--- config.mk ---
export PLATFORM = sky130hd
export DESIGN_NAME = asrs_receiver
export DESIGN_NICKNAME = d
export VERILOG_FILES = /design/src/inc/asrs_pkg.sv /design/src/design/asrs_receiver.sv
export SDC_FILE = /design/constraint.sdc
export NUM_CORES = 1
export LEC_CHECK = 0
export BUFFER_PORTS_ARGS = -buffer_cell sky130_fd_sc_hd__buf_2
export CORE_MARGIN = 10
export CORE_UTILIZATION = 45
export CTS_CLUSTER_SIZE = 25
export DETAILED_ROUTE_END_ITERATION = 7
export PLACE_DENSITY = 0.7
export SYNTH_ARGS = -nofsm -noshare
export SYNTH_HDL_FRONTEND = slang
export SYNTH_SLANG_ARGS = --single-unit
--- constraint.sdc ---
create_clock -name pclk -period 3.6 [get_ports pclk]
set_clock_uncertainty 0.2 [all_clocks]
set_input_delay 0.54 -clock pclk [delete_from_list [all_inputs] [get_ports pclk]]
set_output_delay 0.54 -clock pclk [all_outputs]
set_load 0.02 [all_outputs]
--- src/inc/asrs_pkg.sv ---
// Purpose: Shared constants and types of the serial receiver block
// Assumes: 32-bit APB, one word per register
// Notes:   Field positions are bit indices inside the 8-bit registers
`default_nettype none
package asrs_pkg;
    // Register byte addresses
    localparam logic [3:0] ADDR_DATA   = 4'h0;
    localparam logic [3:0] ADDR_CSR_A  = 4'h4;
    localparam logic [3:0] ADDR_CSR_B  = 4'h8;
    localparam logic [3:0] ADDR_CSR_C  = 4'hC;
    // ctrl_status_a fields
    localparam int A_RXC   = 7;
    localparam int A_FERR  = 4;
    localparam int A_OVR   = 3;
    localparam int A_PERR  = 2;
    localparam int A_DBL   = 1;
    // ctrl_status_b fields
    localparam int B_IRQEN = 7;
    localparam int B_RX_ENABLE_BIT  = 4;
    localparam int B_SZ2   = 2;
    localparam int B_NINTH = 1;
    // ctrl_status_c fields
    localparam int C_PAR   = 5;
    localparam int C_ODD   = 4;
    localparam int C_TWOSB = 3;
    localparam int C_SZLO  = 1;
    // Reset values
    localparam logic       DBL_RST   = 1'b0;
    localparam logic       IRQEN_RST = 1'b0;
    localparam logic       RX_ENABLE_BIT_RST  = 1'b0;
    localparam logic [2:0] SIZE_RST  = 3'h3;
    // Character size code for nine data bits
    localparam logic [2:0] SIZE_NINE = 3'h7;
    // Oversampling: samples per bit and centre vote window
    localparam logic [4:0] NRM_SPB   = 5'h10;
    localparam logic [4:0] NRM_V1    = 5'h08;
    localparam logic [4:0] NRM_V3    = 5'h0A;
    localparam logic [4:0] DBL_SPB   = 5'h08;
    localparam logic [4:0] DBL_V1    = 5'h04;
    localparam logic [4:0] DBL_V3    = 5'h06;
    // Receive FIFO depth
    localparam int FIFO_DEPTH = 2;
    // One stored frame
    typedef struct packed {
        logic [7:0] data;
        logic       ninth;
        logic       ferr;
        logic       ovr;
        logic       perr;
    } asrs_entry_t;
    // Frame reception states
    typedef enum logic [2:0] {
        ST_IDLE  = 3'b000,
        ST_START = 3'b001,
        ST_DATA  = 3'b010,
        ST_PAR   = 3'b011,
        ST_STOP  = 3'b100
    } asrs_state_t;
endpackage
`default_nettype wire

--- src/design/asrs_receiver.sv ---
// Purpose: Receive half of an asynchronous serial port with APB registers
// Assumes: sample_tick pulses at 16x baud (8x in double speed)
// Notes:   Two-frame receive FIFO plus one frame held in the shifter
//
// Overview of operation
// [RULE1] Ninth bit presented; read before data
// [RULE2] Data read advances FIFO and its flags
// [RULE3] Software reads status before data
// [RULE4] Complete flag high while FIFO holds data
// [RULE5] Clearing enable flushes FIFO, clears flag
// [RULE6] Interrupt follows complete flag when enabled
// [RULE7] Error flags stored with each frame
// [RULE8] Writes to error flags are ignored
// [RULE9] Software writes zero to error flags
// [RULE10] Error flags raise no interrupt
// [RULE11] Stop error when first stop low
// [RULE12] Only first stop bit is checked
// [RULE13] Overrun: FIFO full, held frame, start
// [RULE14] Overrun cleared when frame enters FIFO
// [RULE15] Parity checked only when enabled
// [RULE16] Parity error needs check enabled then
// [RULE17] Parity error reads zero when disabled
// [RULE18] Disable drops frame, releases pin
// [RULE19] Software drains by reading until empty
// [RULE20] Sample 16x normal, 8x double speed
// [RULE21] Counter stays zero while line idle
// [RULE22] Start bit voted on samples 8-10/4-6
// [RULE23] Bits decided by centre majority vote
// [RULE24] First stop bit moves frame; second ignored
// [RULE25] Unused high data bits read zero
// [RULE26] Odd select zero even, one odd
// [RULE27] FIFO holds two frames in order
`default_nettype none
module asrs_receiver
    import asrs_pkg::*;
(
    input  wire logic        pclk,
    input  wire logic        presetn,
    input  wire logic        psel,
    input  wire logic        penable,
    input  wire logic        pwrite,
    input  wire logic [31:0] paddr,
    input  wire logic [31:0] pwdata,
    output logic [31:0]      prdata,
    output logic             pready,
    output logic             pslverr,
    input  wire logic        sample_tick,
    input  wire logic        rx_serial_in,
    output logic             rx_irq,
    output logic             rx_pin_override
);

    // Majority of three samples, given the count of high samples
    function automatic logic vote(input logic [1:0] highs);
        vote = highs[1];
    endfunction

    // Keep only the received data bits of a character
    function automatic logic [7:0] mask_data(input logic [8:0] sh,
                                             input logic [3:0] nbits);
        logic [7:0] m;
        m = 8'hFF >> (4'h8 - ((nbits > 4'h8) ? 4'h8 : nbits));
        mask_data = sh[7:0] & m;
    endfunction

    // Software controlled bits
    logic        dbl_reg;      // Double speed select
    logic        irqen_reg;    // Receive complete interrupt enable
    logic        rx_enable_bit_reg;     // Receiver enable
    logic [2:0]  size_reg;     // Character size code
    logic        par_reg;      // Parity check on
    logic        odd_reg;      // Odd parity select
    logic        twosb_reg;    // Two stop bits (no effect on receiving)

    // Receive engine
    asrs_state_t state_reg;    // Frame state
    logic [4:0]  smp_reg;      // Sample number inside current bit
    logic [1:0]  highs_reg;    // High samples seen in vote window
    logic [3:0]  bit_reg;      // Data bit index
    logic [8:0]  shift_reg;    // Data bits as received
    logic        pbit_reg;     // Received parity bit
    logic        line_reg;     // Line level at previous tick

    // Frame waiting in the shifter while FIFO is full
    asrs_entry_t hold_reg;
    logic        hold_v_reg;
    logic        ovr_reg;      // Overrun pending for next pushed frame

    // Receive FIFO
    asrs_entry_t mem_reg [FIFO_DEPTH];
    logic        rd_ptr_reg;
    logic        wr_ptr_reg;
    logic [1:0]  cnt_reg;

    // APB return path
    logic        ack_reg;      // Second access cycle, answer ready
    logic [31:0] prdata_reg;
    logic        err_reg;

    // Decode of the access phase
    wire         acc       = psel & penable;
    wire         sel_data  = (paddr[3:0] == ADDR_DATA);
    wire         sel_a     = (paddr[3:0] == ADDR_CSR_A);
    wire         sel_b     = (paddr[3:0] == ADDR_CSR_B);
    wire         sel_c     = (paddr[3:0] == ADDR_CSR_C);
    wire         mapped    = (paddr[31:4] == 28'h0) & (paddr[1:0] == 2'h0);
    wire         done      = acc & ack_reg;
    wire         wr_done   = done & pwrite & mapped;
    wire         pop       = done & ~pwrite & mapped & sel_data & (cnt_reg != 2'h0);

    // Mode dependent sampling figures
    wire [4:0]   spb       = dbl_reg ? DBL_SPB : NRM_SPB;  // [RULE20]
    wire [4:0]   v1        = dbl_reg ? DBL_V1 : NRM_V1;
    wire [4:0]   v3        = dbl_reg ? DBL_V3 : NRM_V3;
    wire [4:0]   smp_now   = smp_reg + 5'h01;               // Sample number of this tick
    wire         in_win    = (smp_now >= v1) & (smp_now <= v3);
    wire [1:0]   highs_now = highs_reg + {1'b0, rx_serial_in};
    wire         bit_val   = vote(highs_now);               // [RULE23]
    wire         at_vote   = sample_tick & (smp_now == v3);
    wire         at_end    = sample_tick & (smp_reg == spb);

    // Character length in data bits
    wire         nine      = (size_reg == SIZE_NINE);
    wire [3:0]   nbits     = nine ? 4'h9 : {2'h0, size_reg[1:0]} + 4'h5;

    // FIFO occupancy
    wire         empty     = (cnt_reg == 2'h0);
    wire         full      = (cnt_reg == 2'(FIFO_DEPTH));
    asrs_entry_t head;
    assign head = mem_reg[rd_ptr_reg];

    // Events of the frame engine
    wire         fall      = sample_tick & line_reg & ~rx_serial_in;
    wire         start_det = (state_reg == ST_IDLE) & fall;
    wire         stop_done = (state_reg == ST_STOP) & at_vote;

    // Parity compare: even wants xor of bits and parity to be zero
    wire         par_calc  = ^mask_data(shift_reg, nbits) ^ (nine & shift_reg[8]);
    wire         par_bad   = par_reg & ((par_calc ^ pbit_reg) != odd_reg); // [RULE15] [RULE26]

    // Finished frame as it will be stored
    asrs_entry_t new_entry;
    assign new_entry.data  = mask_data(shift_reg, nbits);  // [RULE25]
    assign new_entry.ninth = nine & shift_reg[8];          // [RULE1]
    assign new_entry.ferr  = ~bit_val;                     // [RULE11] [RULE12]
    assign new_entry.ovr   = 1'b0;
    assign new_entry.perr  = par_bad;                      // [RULE16]

    // Push source: the held frame has priority over a newly finished one
    wire         room      = ~full | pop;
    wire         push_hold = rx_enable_bit_reg & hold_v_reg & room;
    wire         push_new  = rx_enable_bit_reg & stop_done & ~hold_v_reg & room;
    wire         push      = push_hold | push_new;
    asrs_entry_t push_entry;
    assign push_entry = push_hold ? hold_reg : new_entry;

    // Register read multiplexer
    logic [7:0] rd_byte;
    always_comb begin
        rd_byte = 8'h00;
        if (sel_data) begin
            rd_byte = empty ? 8'h00 : head.data;
        end else if (sel_a) begin
            rd_byte[A_RXC]  = ~empty;                       // [RULE4]
            rd_byte[A_FERR] = ~empty & head.ferr;           // [RULE7]
            rd_byte[A_OVR]  = ~empty & head.ovr;
            rd_byte[A_PERR] = ~empty & head.perr & par_reg; // [RULE17]
            rd_byte[A_DBL]  = dbl_reg;
        end else if (sel_b) begin
            rd_byte[B_IRQEN] = irqen_reg;
            rd_byte[B_RX_ENABLE_BIT]  = rx_enable_bit_reg;
            rd_byte[B_SZ2]   = size_reg[2];
            rd_byte[B_NINTH] = ~empty & head.ninth;         // [RULE1]
        end else if (sel_c) begin
            rd_byte[C_PAR]   = par_reg;
            rd_byte[C_ODD]   = odd_reg;
            rd_byte[C_TWOSB] = twosb_reg;
            rd_byte[C_SZLO+1:C_SZLO] = size_reg[1:0];
        end
    end

    // APB answer: captured in the first access cycle, ready in the second
    always_ff @(posedge pclk or negedge presetn) begin
        if (!presetn) begin
            ack_reg    <= 1'b0;
            prdata_reg <= 32'h0000_0000;
            err_reg    <= 1'b0;
        end else begin
            ack_reg <= acc & ~ack_reg;
            if (acc & ~ack_reg) begin
                prdata_reg <= (mapped & ~pwrite) ? {24'h00_0000, rd_byte} : 32'h0000_0000;
                err_reg    <= ~mapped;
            end
        end
    end

    assign pready  = done;
    assign prdata  = prdata_reg;
    assign pslverr = done & err_reg;

    // Control register writes; error flag positions are read only
    always_ff @(posedge pclk or negedge presetn) begin
        if (!presetn) begin
            dbl_reg   <= DBL_RST;
            irqen_reg <= IRQEN_RST;
            rx_enable_bit_reg  <= RX_ENABLE_BIT_RST;
            size_reg  <= SIZE_RST;
            par_reg   <= 1'b0;
            odd_reg   <= 1'b0;
            twosb_reg <= 1'b0;
        end else if (wr_done) begin
            if (sel_a) begin
                dbl_reg <= pwdata[A_DBL];                   // [RULE8]
            end else if (sel_b) begin
                irqen_reg   <= pwdata[B_IRQEN];
                rx_enable_bit_reg    <= pwdata[B_RX_ENABLE_BIT];
                size_reg[2] <= pwdata[B_SZ2];
            end else if (sel_c) begin
                par_reg       <= pwdata[C_PAR];
                odd_reg       <= pwdata[C_ODD];
                twosb_reg     <= pwdata[C_TWOSB];
                size_reg[1:0] <= pwdata[C_SZLO+1:C_SZLO];
            end
        end
    end

    // Line history for falling edge detection at the sample rate
    always_ff @(posedge pclk or negedge presetn) begin
        if (!presetn) begin
            line_reg <= 1'b1;
        end else if (!rx_enable_bit_reg) begin
            line_reg <= 1'b1;
        end else if (sample_tick) begin
            line_reg <= rx_serial_in;
        end
    end

    // Frame state machine; disabling stops it at once
    asrs_state_t state_next;
    always_comb begin
        state_next = state_reg;
        case (state_reg)
            ST_IDLE: begin
                if (fall) begin
                    state_next = ST_START;
                end
            end
            ST_START: begin
                if (at_vote && bit_val) begin
                    state_next = ST_IDLE;                   // [RULE22]
                end else if (at_end) begin
                    state_next = ST_DATA;
                end
            end
            ST_DATA: begin
                if (at_end && (bit_reg == nbits - 4'h1)) begin
                    state_next = par_reg ? ST_PAR : ST_STOP;
                end
            end
            ST_PAR: begin
                if (at_end) begin
                    state_next = ST_STOP;
                end
            end
            ST_STOP: begin
                if (at_vote) begin
                    state_next = ST_IDLE;                   // [RULE24]
                end
            end
            default: begin
                state_next = ST_IDLE;
            end
        endcase
        if (!rx_enable_bit_reg) begin
            state_next = ST_IDLE;                           // [RULE18]
        end
    end

    always_ff @(posedge pclk or negedge presetn) begin
        if (!presetn) begin
            state_reg <= ST_IDLE;
        end else begin
            state_reg <= state_next;
        end
    end

    // Sample counter and centre vote tally
    always_ff @(posedge pclk or negedge presetn) begin
        if (!presetn) begin
            smp_reg   <= 5'h00;
            highs_reg <= 2'h0;
        end else if (state_next == ST_IDLE) begin
            smp_reg   <= 5'h00;                             // [RULE21]
            highs_reg <= 2'h0;
        end else if (sample_tick) begin
            // First low sample counts as one
            smp_reg <= (state_reg == ST_IDLE || smp_reg == spb) ? 5'h01 : smp_reg + 5'h01;
            if (state_reg == ST_IDLE || smp_reg == spb) begin
                highs_reg <= 2'h0;
            end else if (in_win) begin
                highs_reg <= highs_now;
            end
        end
    end

    // Data bit shifter and parity capture
    always_ff @(posedge pclk or negedge presetn) begin
        if (!presetn) begin
            bit_reg   <= 4'h0;
            shift_reg <= 9'h000;
            pbit_reg  <= 1'b0;
        end else if (start_det) begin
            bit_reg   <= 4'h0;
            shift_reg <= 9'h000;
        end else if (at_vote && state_reg == ST_DATA) begin
            shift_reg[bit_reg] <= bit_val;                  // [RULE23]
        end else if (at_end && state_reg == ST_DATA) begin
            bit_reg <= bit_reg + 4'h1;
        end else if (at_vote && state_reg == ST_PAR) begin
            pbit_reg <= bit_val;
        end
    end

    // Held frame and overrun tracking
    always_ff @(posedge pclk or negedge presetn) begin
        if (!presetn) begin
            hold_v_reg <= 1'b0;
            hold_reg   <= '0;
            ovr_reg    <= 1'b0;
        end else if (!rx_enable_bit_reg) begin
            hold_v_reg <= 1'b0;                             // [RULE5]
            ovr_reg    <= 1'b0;
        end else begin
            // Frame finishing with no room waits in the shifter
            if (stop_done && !hold_v_reg && !room) begin
                hold_v_reg <= 1'b1;
                hold_reg   <= new_entry;
            end else if (push_hold) begin
                hold_v_reg <= 1'b0;
            end
            // Loss is flagged on the next frame that reaches the FIFO
            if (start_det && full && hold_v_reg && !pop) begin
                ovr_reg <= 1'b1;                            // [RULE13]
            end else if (push) begin
                ovr_reg <= 1'b0;                            // [RULE14]
            end
        end
    end

    // Two-entry FIFO in flip-flops; disable empties it
    always_ff @(posedge pclk or negedge presetn) begin
        if (!presetn) begin
            rd_ptr_reg <= 1'b0;
            wr_ptr_reg <= 1'b0;
            cnt_reg    <= 2'h0;
            for (int i = 0; i < FIFO_DEPTH; i++) begin
                mem_reg[i] <= '0;
            end
        end else if (!rx_enable_bit_reg) begin
            rd_ptr_reg <= 1'b0;                             // [RULE5]
            wr_ptr_reg <= 1'b0;
            cnt_reg    <= 2'h0;
        end else begin
            if (push) begin
                mem_reg[wr_ptr_reg]     <= push_entry;      // [RULE27] [RULE7]
                mem_reg[wr_ptr_reg].ovr <= ovr_reg;
                wr_ptr_reg              <= ~wr_ptr_reg;
            end
            if (pop) begin
                rd_ptr_reg <= ~rd_ptr_reg;                  // [RULE2]
            end
            cnt_reg <= cnt_reg + {1'b0, push} - {1'b0, pop};
        end
    end

    // Interrupt request from data presence only, never from error flags
    assign rx_irq          = irqen_reg & ~empty;            // [RULE6] [RULE10]
    assign rx_pin_override = rx_enable_bit_reg;                      // [RULE18]

endmodule
`default_nettype wire

# Word-level counts from Yosys, hierarchy flattened
# Index checks and enable logic that the tools add are counted.
[classes]
bitwise = 54
multipliers = 0
n_eq_ne = 19
n_lt_le_gt_ge = 8
div = 0
mux = 67
shift = 1
n_reduce_logical = 36
addsub = 8
[ops]
columns = ["operator", "count"]
rows = [
  ["12-bit two-way mux", 5],
  ["24-bit bitwise mux", 2],
  ["1-bit AND", 32],
  ["4-bit two-way mux", 8],
  ["5-bit two-way mux", 6],
  ["28-bit zero test", 1],
  ["12-bit demux with 1-bit select", 2],
  ["3-bit two-way mux", 8],
  ["1-bit two-way mux", 22],
  ["9-bit two-way mux", 2],
  ["8-bit two-way mux", 2],
  ["1-bit NOT", 15],
  ["3-bit one-hot mux with 5 select lines", 1],
  ["2-bit two-way mux", 7],
  ["1-bit logical AND", 12],
  ["2-bit AND reduction", 5],
  ["9-bit bitwise mux", 1],
  ["8-bit AND", 1],
  ["4-bit equality test, second input constant", 2],
  ["4-bit AND reduction", 2],
  ["2-bit nonzero test", 4],
  ["8-bit parity", 1],
  ["8-bit by 4-bit >> shifter with 8-bit output, first input constant", 1],
  ["3-bit by 2-bit equality test with 1-bit output, second input constant", 2],
  ["36 further kinds", 49],
]
[word_totals]
memories = 0
reg_bits = 109
ram_bits = 0
mem_bits_ro = 0
elab_cells = 230
latchBits = 0
out_inout_bits = 36
inputBits = 71

# Logic depth before layout (Yosys ltp)
[depth]
depth_word = 15
ltp_mapped = 12

# Worst setup path before layout
# Ideal clock, no wire load.
[synth_timing]
kind = "input port to flip-flop"
start = "input paddr[2]"
end = "register cnt_reg[1]"
path_slack_ps = 730
cell_stages = 12
n_path_buf = 1
arrival_ps = 2551
cell_sequence = "buf_2 > nor4_1 > nand3b_1 > nor4_2 > or2_2 > nand2_1 > ha_1 > inv_1 > ha_1 > xnor2_1 > xnor2_1 > and2_1"
[synth_via]
elab_chain_cells = 9
elab_cells_between_ends = 10
[synth_rtl]
columns = ["element", "line", "source"]
rows = [
  ["start: declaration", "asrs_receiver.sv:42", "input wire logic [31:0] paddr,"],
  ["4-bit zero test (*)", "asrs_receiver.sv:102", "wire sel_data = (paddr[3:0] == ADDR_DATA);"],
  ["1-bit AND (*) (2 in a row)", "asrs_receiver.sv:109", "wire pop = done & ~pwrite & mapped & sel_data & (cnt_reg != 2'h0);"],
  ["1-bit OR", "asrs_receiver.sv:150", "wire room = ~full | pop;"],
  ["1-bit AND, on equally long branches", "asrs_receiver.sv:151, asrs_receiver.sv:152", ""],
  ["1-bit OR", "asrs_receiver.sv:153", "wire push = push_hold | push_new;"],
  ["2-bit by 1-bit adder with 2-bit output", "asrs_receiver.sv:372", "cnt_reg <= cnt_reg + {1'b0, push} - {1'b0, pop};"],
  ["2-bit by 1-bit subtractor with 2-bit output (*)", "asrs_receiver.sv:372", ""],
  ["2-bit two-way mux (*)", "asrs_receiver.sv:359", "end else if (!rx_enable_bit_reg) begin"],
  ["end signal: assignment", "asrs_receiver.sv:372", ""],
  ["end: declaration", "asrs_receiver.sv:93", "logic [1:0] cnt_reg;"],
]
# Mark *: on every way between the ends. The rest lies on a longest branch, timed or not.
# A chain may end at the register's enable or synchronous reset.

# Worst setup path in the final report
[layout_timing]
start = "register smp_reg[0]"
end = "register cnt_reg[1]"
[layout_via]
elab_chain_cells = 11
[layout_rtl]
columns = ["element", "line", "source"]
rows = [
  ["start: declaration", "asrs_receiver.sv:77", "logic [4:0] smp_reg;"],
  ["start signal: assignment", "asrs_receiver.sv:297", "smp_reg <= (state_reg == ST_IDLE || smp_reg == spb) ? 5'h01 : smp_reg + 5'h01;"],
  ["5-bit by 1-bit adder with 5-bit output", "asrs_receiver.sv:115", "wire [4:0] smp_now = smp_reg + 5'h01;"],
  ["5-bit by 4-bit equality test with 1-bit output", "asrs_receiver.sv:119", "wire at_vote = sample_tick & (smp_now == v3);"],
  ["1-bit AND", "asrs_receiver.sv:119", ""],
  ["1-bit AND", "asrs_receiver.sv:135", "wire stop_done = (state_reg == ST_STOP) & at_vote;"],
  ["1-bit AND (3 in a row)", "asrs_receiver.sv:152", "wire push_new = rx_enable_bit_reg & stop_done & ~hold_v_reg & room;"],
  ["1-bit OR", "asrs_receiver.sv:153", ""],
  ["2-bit by 1-bit adder with 2-bit output", "asrs_receiver.sv:372", ""],
  ["2-bit by 1-bit subtractor with 2-bit output", "asrs_receiver.sv:372", ""],
  ["2-bit two-way mux", "asrs_receiver.sv:359", ""],
]
# No other way between the ends.

==> out/results.txt <==
status: completed
first-pass GRT wire length: 18.9 mm
worst relative slew slack: 0.308
router iterations before antenna repair: 4
Final HPWL DP: 8.52 mm
number of nets in the layout: 657
part of the Yosys area used for sequential elements: 0.436
starting utilization of the core area: 0.467
Max Transition Viols Final: 0
I/O Buffers: 56
Netlist cell types: 52
max-capacitance violation count: 0
design internal power: 1.33 mW
Antenna Violating Nets Remaining: 0
drt wl/cell: 15.7 um
power density of the placed cells: 320 nW/um^2
core area: 10500 um^2
VDD IR max: 0.000249 V
critical setup path kind: reg2reg
TritonCTS Sinks: 85
leakage power: 2.47 nW
Fmax achieved: 315 MHz
clock tree root driver cell: sky130_fd_sc_hd__clkbuf_8
Synth async-reset ratio: 1.00
number of instances in the synthesized netlist: 512
Crit path largest cell delay: 490 ps
ANT cells: 0
number of instances resized during post-cts repair: 0
insertion delay of the later-clocked pin in the worst-skew pair: 340 ps
post-synth top area share: 0.420
global router's overall resource usage: 0.142
setup bufs post-CTS: 0
total negative slack for setup checks: 0 ps
gr ovfl total: 0
last weighted congestion value of the routability-driven placer: 0.844
kind of path behind the tightest hold check: in2async
TritonCTS clock tree: built
post-route minimum period: 3170 ps
clock network fraction of design power: 0.395
cts bufs inserted: 9
clock tree buffer depth: 2
critical-path maximum fanout: 8
count of endpoints failing hold in the final timing report: 0
standard cell with the maximum stage delay on the critical path: sky130_fd_sc_hd__dfrtp_1
combinational cell fraction of total power: 0.055
CP Data Required Time: 3640 ps
clock-pin slew on the worst setup and hold paths: 90 ps
sw frac: 0.238
transition at the pin with the smallest max-transition slack: 1040 ps
flip-flop count of the largest register after layout: 24
DR vias: 3813
# setup viols final: 0
via count of the first global-routing pass: 3770
cell repeated most along the worst path: sky130_fd_sc_hd__ha_1
leading post-synthesis cells by cell area: sky130_fd_sc_hd__dfrtp_1 (42%), sky130_fd_sc_hd__mux2i_1 (6.6%), sky130_fd_sc_hd__nand2_1 (5.1%), sky130_fd_sc_hd__ha_1 (4.9%), sky130_fd_sc_hd__mux2_2 (4.6%)
Sequential Power Share: 0.550
area added between synthesis and finish: 11.4%
die extent in y: 124 um
RSZ-0062 raised after global routing: no
dpl cell area: 5240 um^2
series of cell instances along the critical path: ha_1 -> xor2_1 -> ha_1 -> nand4_1 -> o31ai_1 -> nand2_1 -> ha_1 -> inv_1 -> ha_1 -> xnor2_1 -> xnor2_1 -> and2_1
CP startpoint kind: flop
pin count of the biggest net entering global routing: 86
cell area after synthesis: 4890 um^2
number of storage elements in the synthesis netlist: 85
num ports: 107
x dimension of the die: 124 um
WL final: 11.1 mm
Total Die Area: 15400 um^2
predominant post-synthesis flop cell: sky130_fd_sc_hd__dfrtp_1
P_sw: 415 uW
Starting DRT DRC Count: 250
cell area after layout: 5440 um^2
cell row count: 37
Synth warnings: 0
fraction of layout cells with a size suffix above 1: 0.198
number of enable flip-flop cells after synthesis: 0
top cell type by total area after synthesis: sky130_fd_sc_hd__dfrtp_1
family of cells with the greatest summed delay on the critical path: adder cells
average via count per standard cell: 5.39
CTS H-tree depth: 3
Mean Syn Cell Area: 9.54 um^2
# hold bufs at CTS: 0
Critical path buffers and inverters: 1
final routed DRC violation total: 0
Period Utilization, post-route: 0.881
initial antenna violation count: 0
data arrival time of the critical path: 3210 ps
Worst setup EP type: flop
-- per-layer routing --
layer  track usage  up-vias  share of wire
met2         0.224      106           0.47
met4        0.0300        0         0.0099
met3        0.0331       10          0.059
met5             0        -              0
met1         0.192     1836           0.46
li1              -     1861              -
-- cell families after synthesis --
group                      count (synthesis)  synth area share
AOI/OAI and AO/OA                         91             0.119
xor gates and xnor gates                  25            0.0448
adders and majority gates                 19            0.0487
buffers and inverters                     65            0.0694
DFF                                       85             0.436
muxes                                     52             0.112
other                                      1          0.000768
and+or+nand+nor                          174             0.169
-- power groups by stage --
stage / clock, mW / sequential [mW] / combinational [mW]
6_report: 0.688 / 0.957 / 0.0952
5_1_grt: 0.740 / 0.958 / 0.106
4_1_cts: 0.705 / 0.957 / 0.0953
3_5_place_dp: 0 / 0.976 / 0.0952
3_3_place_gp: 0 / 0.976 / 0.0929
2_1_floorplan: 0 / 0.976 / 0.0630
-- cell type report --
cell class	instances	area (um^2)
clock inverters	6	66.3
clock buffers	10	138
inverters	21	78.8
fillers	993	5020
repair buffers	65	350
well taps	136	170
flip-flops and latches	85	2130
multi-input cells	385	2510
-- path summary, 6_finish.rpt --
kind                                  from      endpoint  slack (ps)  depth (start not counted)
worst min-delay path               presetn     prdata[2]         180                          1
worst max register to register  smp_reg[0]    cnt_reg[1]         430                         12
min in group pclk                pwdata[7]     irqen_reg         240                          2
max in group asynchronous          presetn  shift_reg[6]        2370                          1
worst min register to register  mem_reg[7]    mem_reg[7]         280                          2
worst max-delay path            smp_reg[0]    cnt_reg[1]         430                         12
-- synthesized netlist by cell type (all sizes together), types with 7 or more instances --
cell type	count
xnor2	18
a21oi	15
nor2	34
inv	21
nor3	9
buf	28
ha	19
clkbuf	16
nand3	17
dfrtp	82
nor4	13
o21ai	38
mux2i	32
mux2	20
xor2	7
nand2	67
-- metrics by stage --
step	hold WS (ps)	utilization	power, mW	worst slack [ps]	std cells
finish	184	0.520	1.74	430	708
global route	239	0.520	1.80	281	708
CTS	220	0.520	1.76	431	708
detailed placement	266	0.501	1.07	448	692
global placement	259	0.501	1.07	523	692
floorplan	44.4	-	1.04	730	535
-- layout by cell type (no fill, tap or decap), types with 2 or more instances in the layout --
cell type and count:
sky130_fd_sc_hd__dfrtp_1 82, sky130_fd_sc_hd__nand2_1 67, sky130_fd_sc_hd__buf_2 55, sky130_fd_sc_hd__o21ai_0 38, sky130_fd_sc_hd__nor2_1 34, sky130_fd_sc_hd__mux2i_1 32, sky130_fd_sc_hd__conb_1 24, sky130_fd_sc_hd__inv_1 21
sky130_fd_sc_hd__mux2_2 20, sky130_fd_sc_hd__ha_1 19, sky130_fd_sc_hd__xnor2_1 18, sky130_fd_sc_hd__nand3_1 17, sky130_fd_sc_hd__a21oi_1 15, sky130_fd_sc_hd__nor4_1 11, sky130_fd_sc_hd__clkbuf_8 10, sky130_fd_sc_hd__buf_4 10
sky130_fd_sc_hd__nor3_1 9, sky130_fd_sc_hd__xor2_1 7, sky130_fd_sc_hd__and2_1 6, sky130_fd_sc_hd__a31oi_1 6, sky130_fd_sc_hd__nand4_1 5, sky130_fd_sc_hd__nand2b_1 5, sky130_fd_sc_hd__o31ai_1 4, sky130_fd_sc_hd__nor2b_1 4
sky130_fd_sc_hd__o211ai_1 4, sky130_fd_sc_hd__nand3b_1 3, sky130_fd_sc_hd__a21boi_0 3, sky130_fd_sc_hd__a211o_1 3, sky130_fd_sc_hd__o311ai_0 3, sky130_fd_sc_hd__inv_6 3, sky130_fd_sc_hd__dfstp_2 3, sky130_fd_sc_hd__or2_2 2
sky130_fd_sc_hd__nor4_2 2, sky130_fd_sc_hd__nor3b_1 2, sky130_fd_sc_hd__a211oi_1 2, sky130_fd_sc_hd__or3_1 2, sky130_fd_sc_hd__o41ai_1 2, sky130_fd_sc_hd__o22a_1 2, sky130_fd_sc_hd__clkinv_2 2
-- worst register-to-register path, delay by kind of cell, from the launching register on --
kind,cells,cell delay [ps]
adders and majority gates,4,1090
DFF,1,490
xor gates and xnor gates,3,430
AOI/OAI and AO/OA,1,420
and+or+nand+nor,3,380
buffers and inverters,1,40
Power figures use the tool's default switching activity.
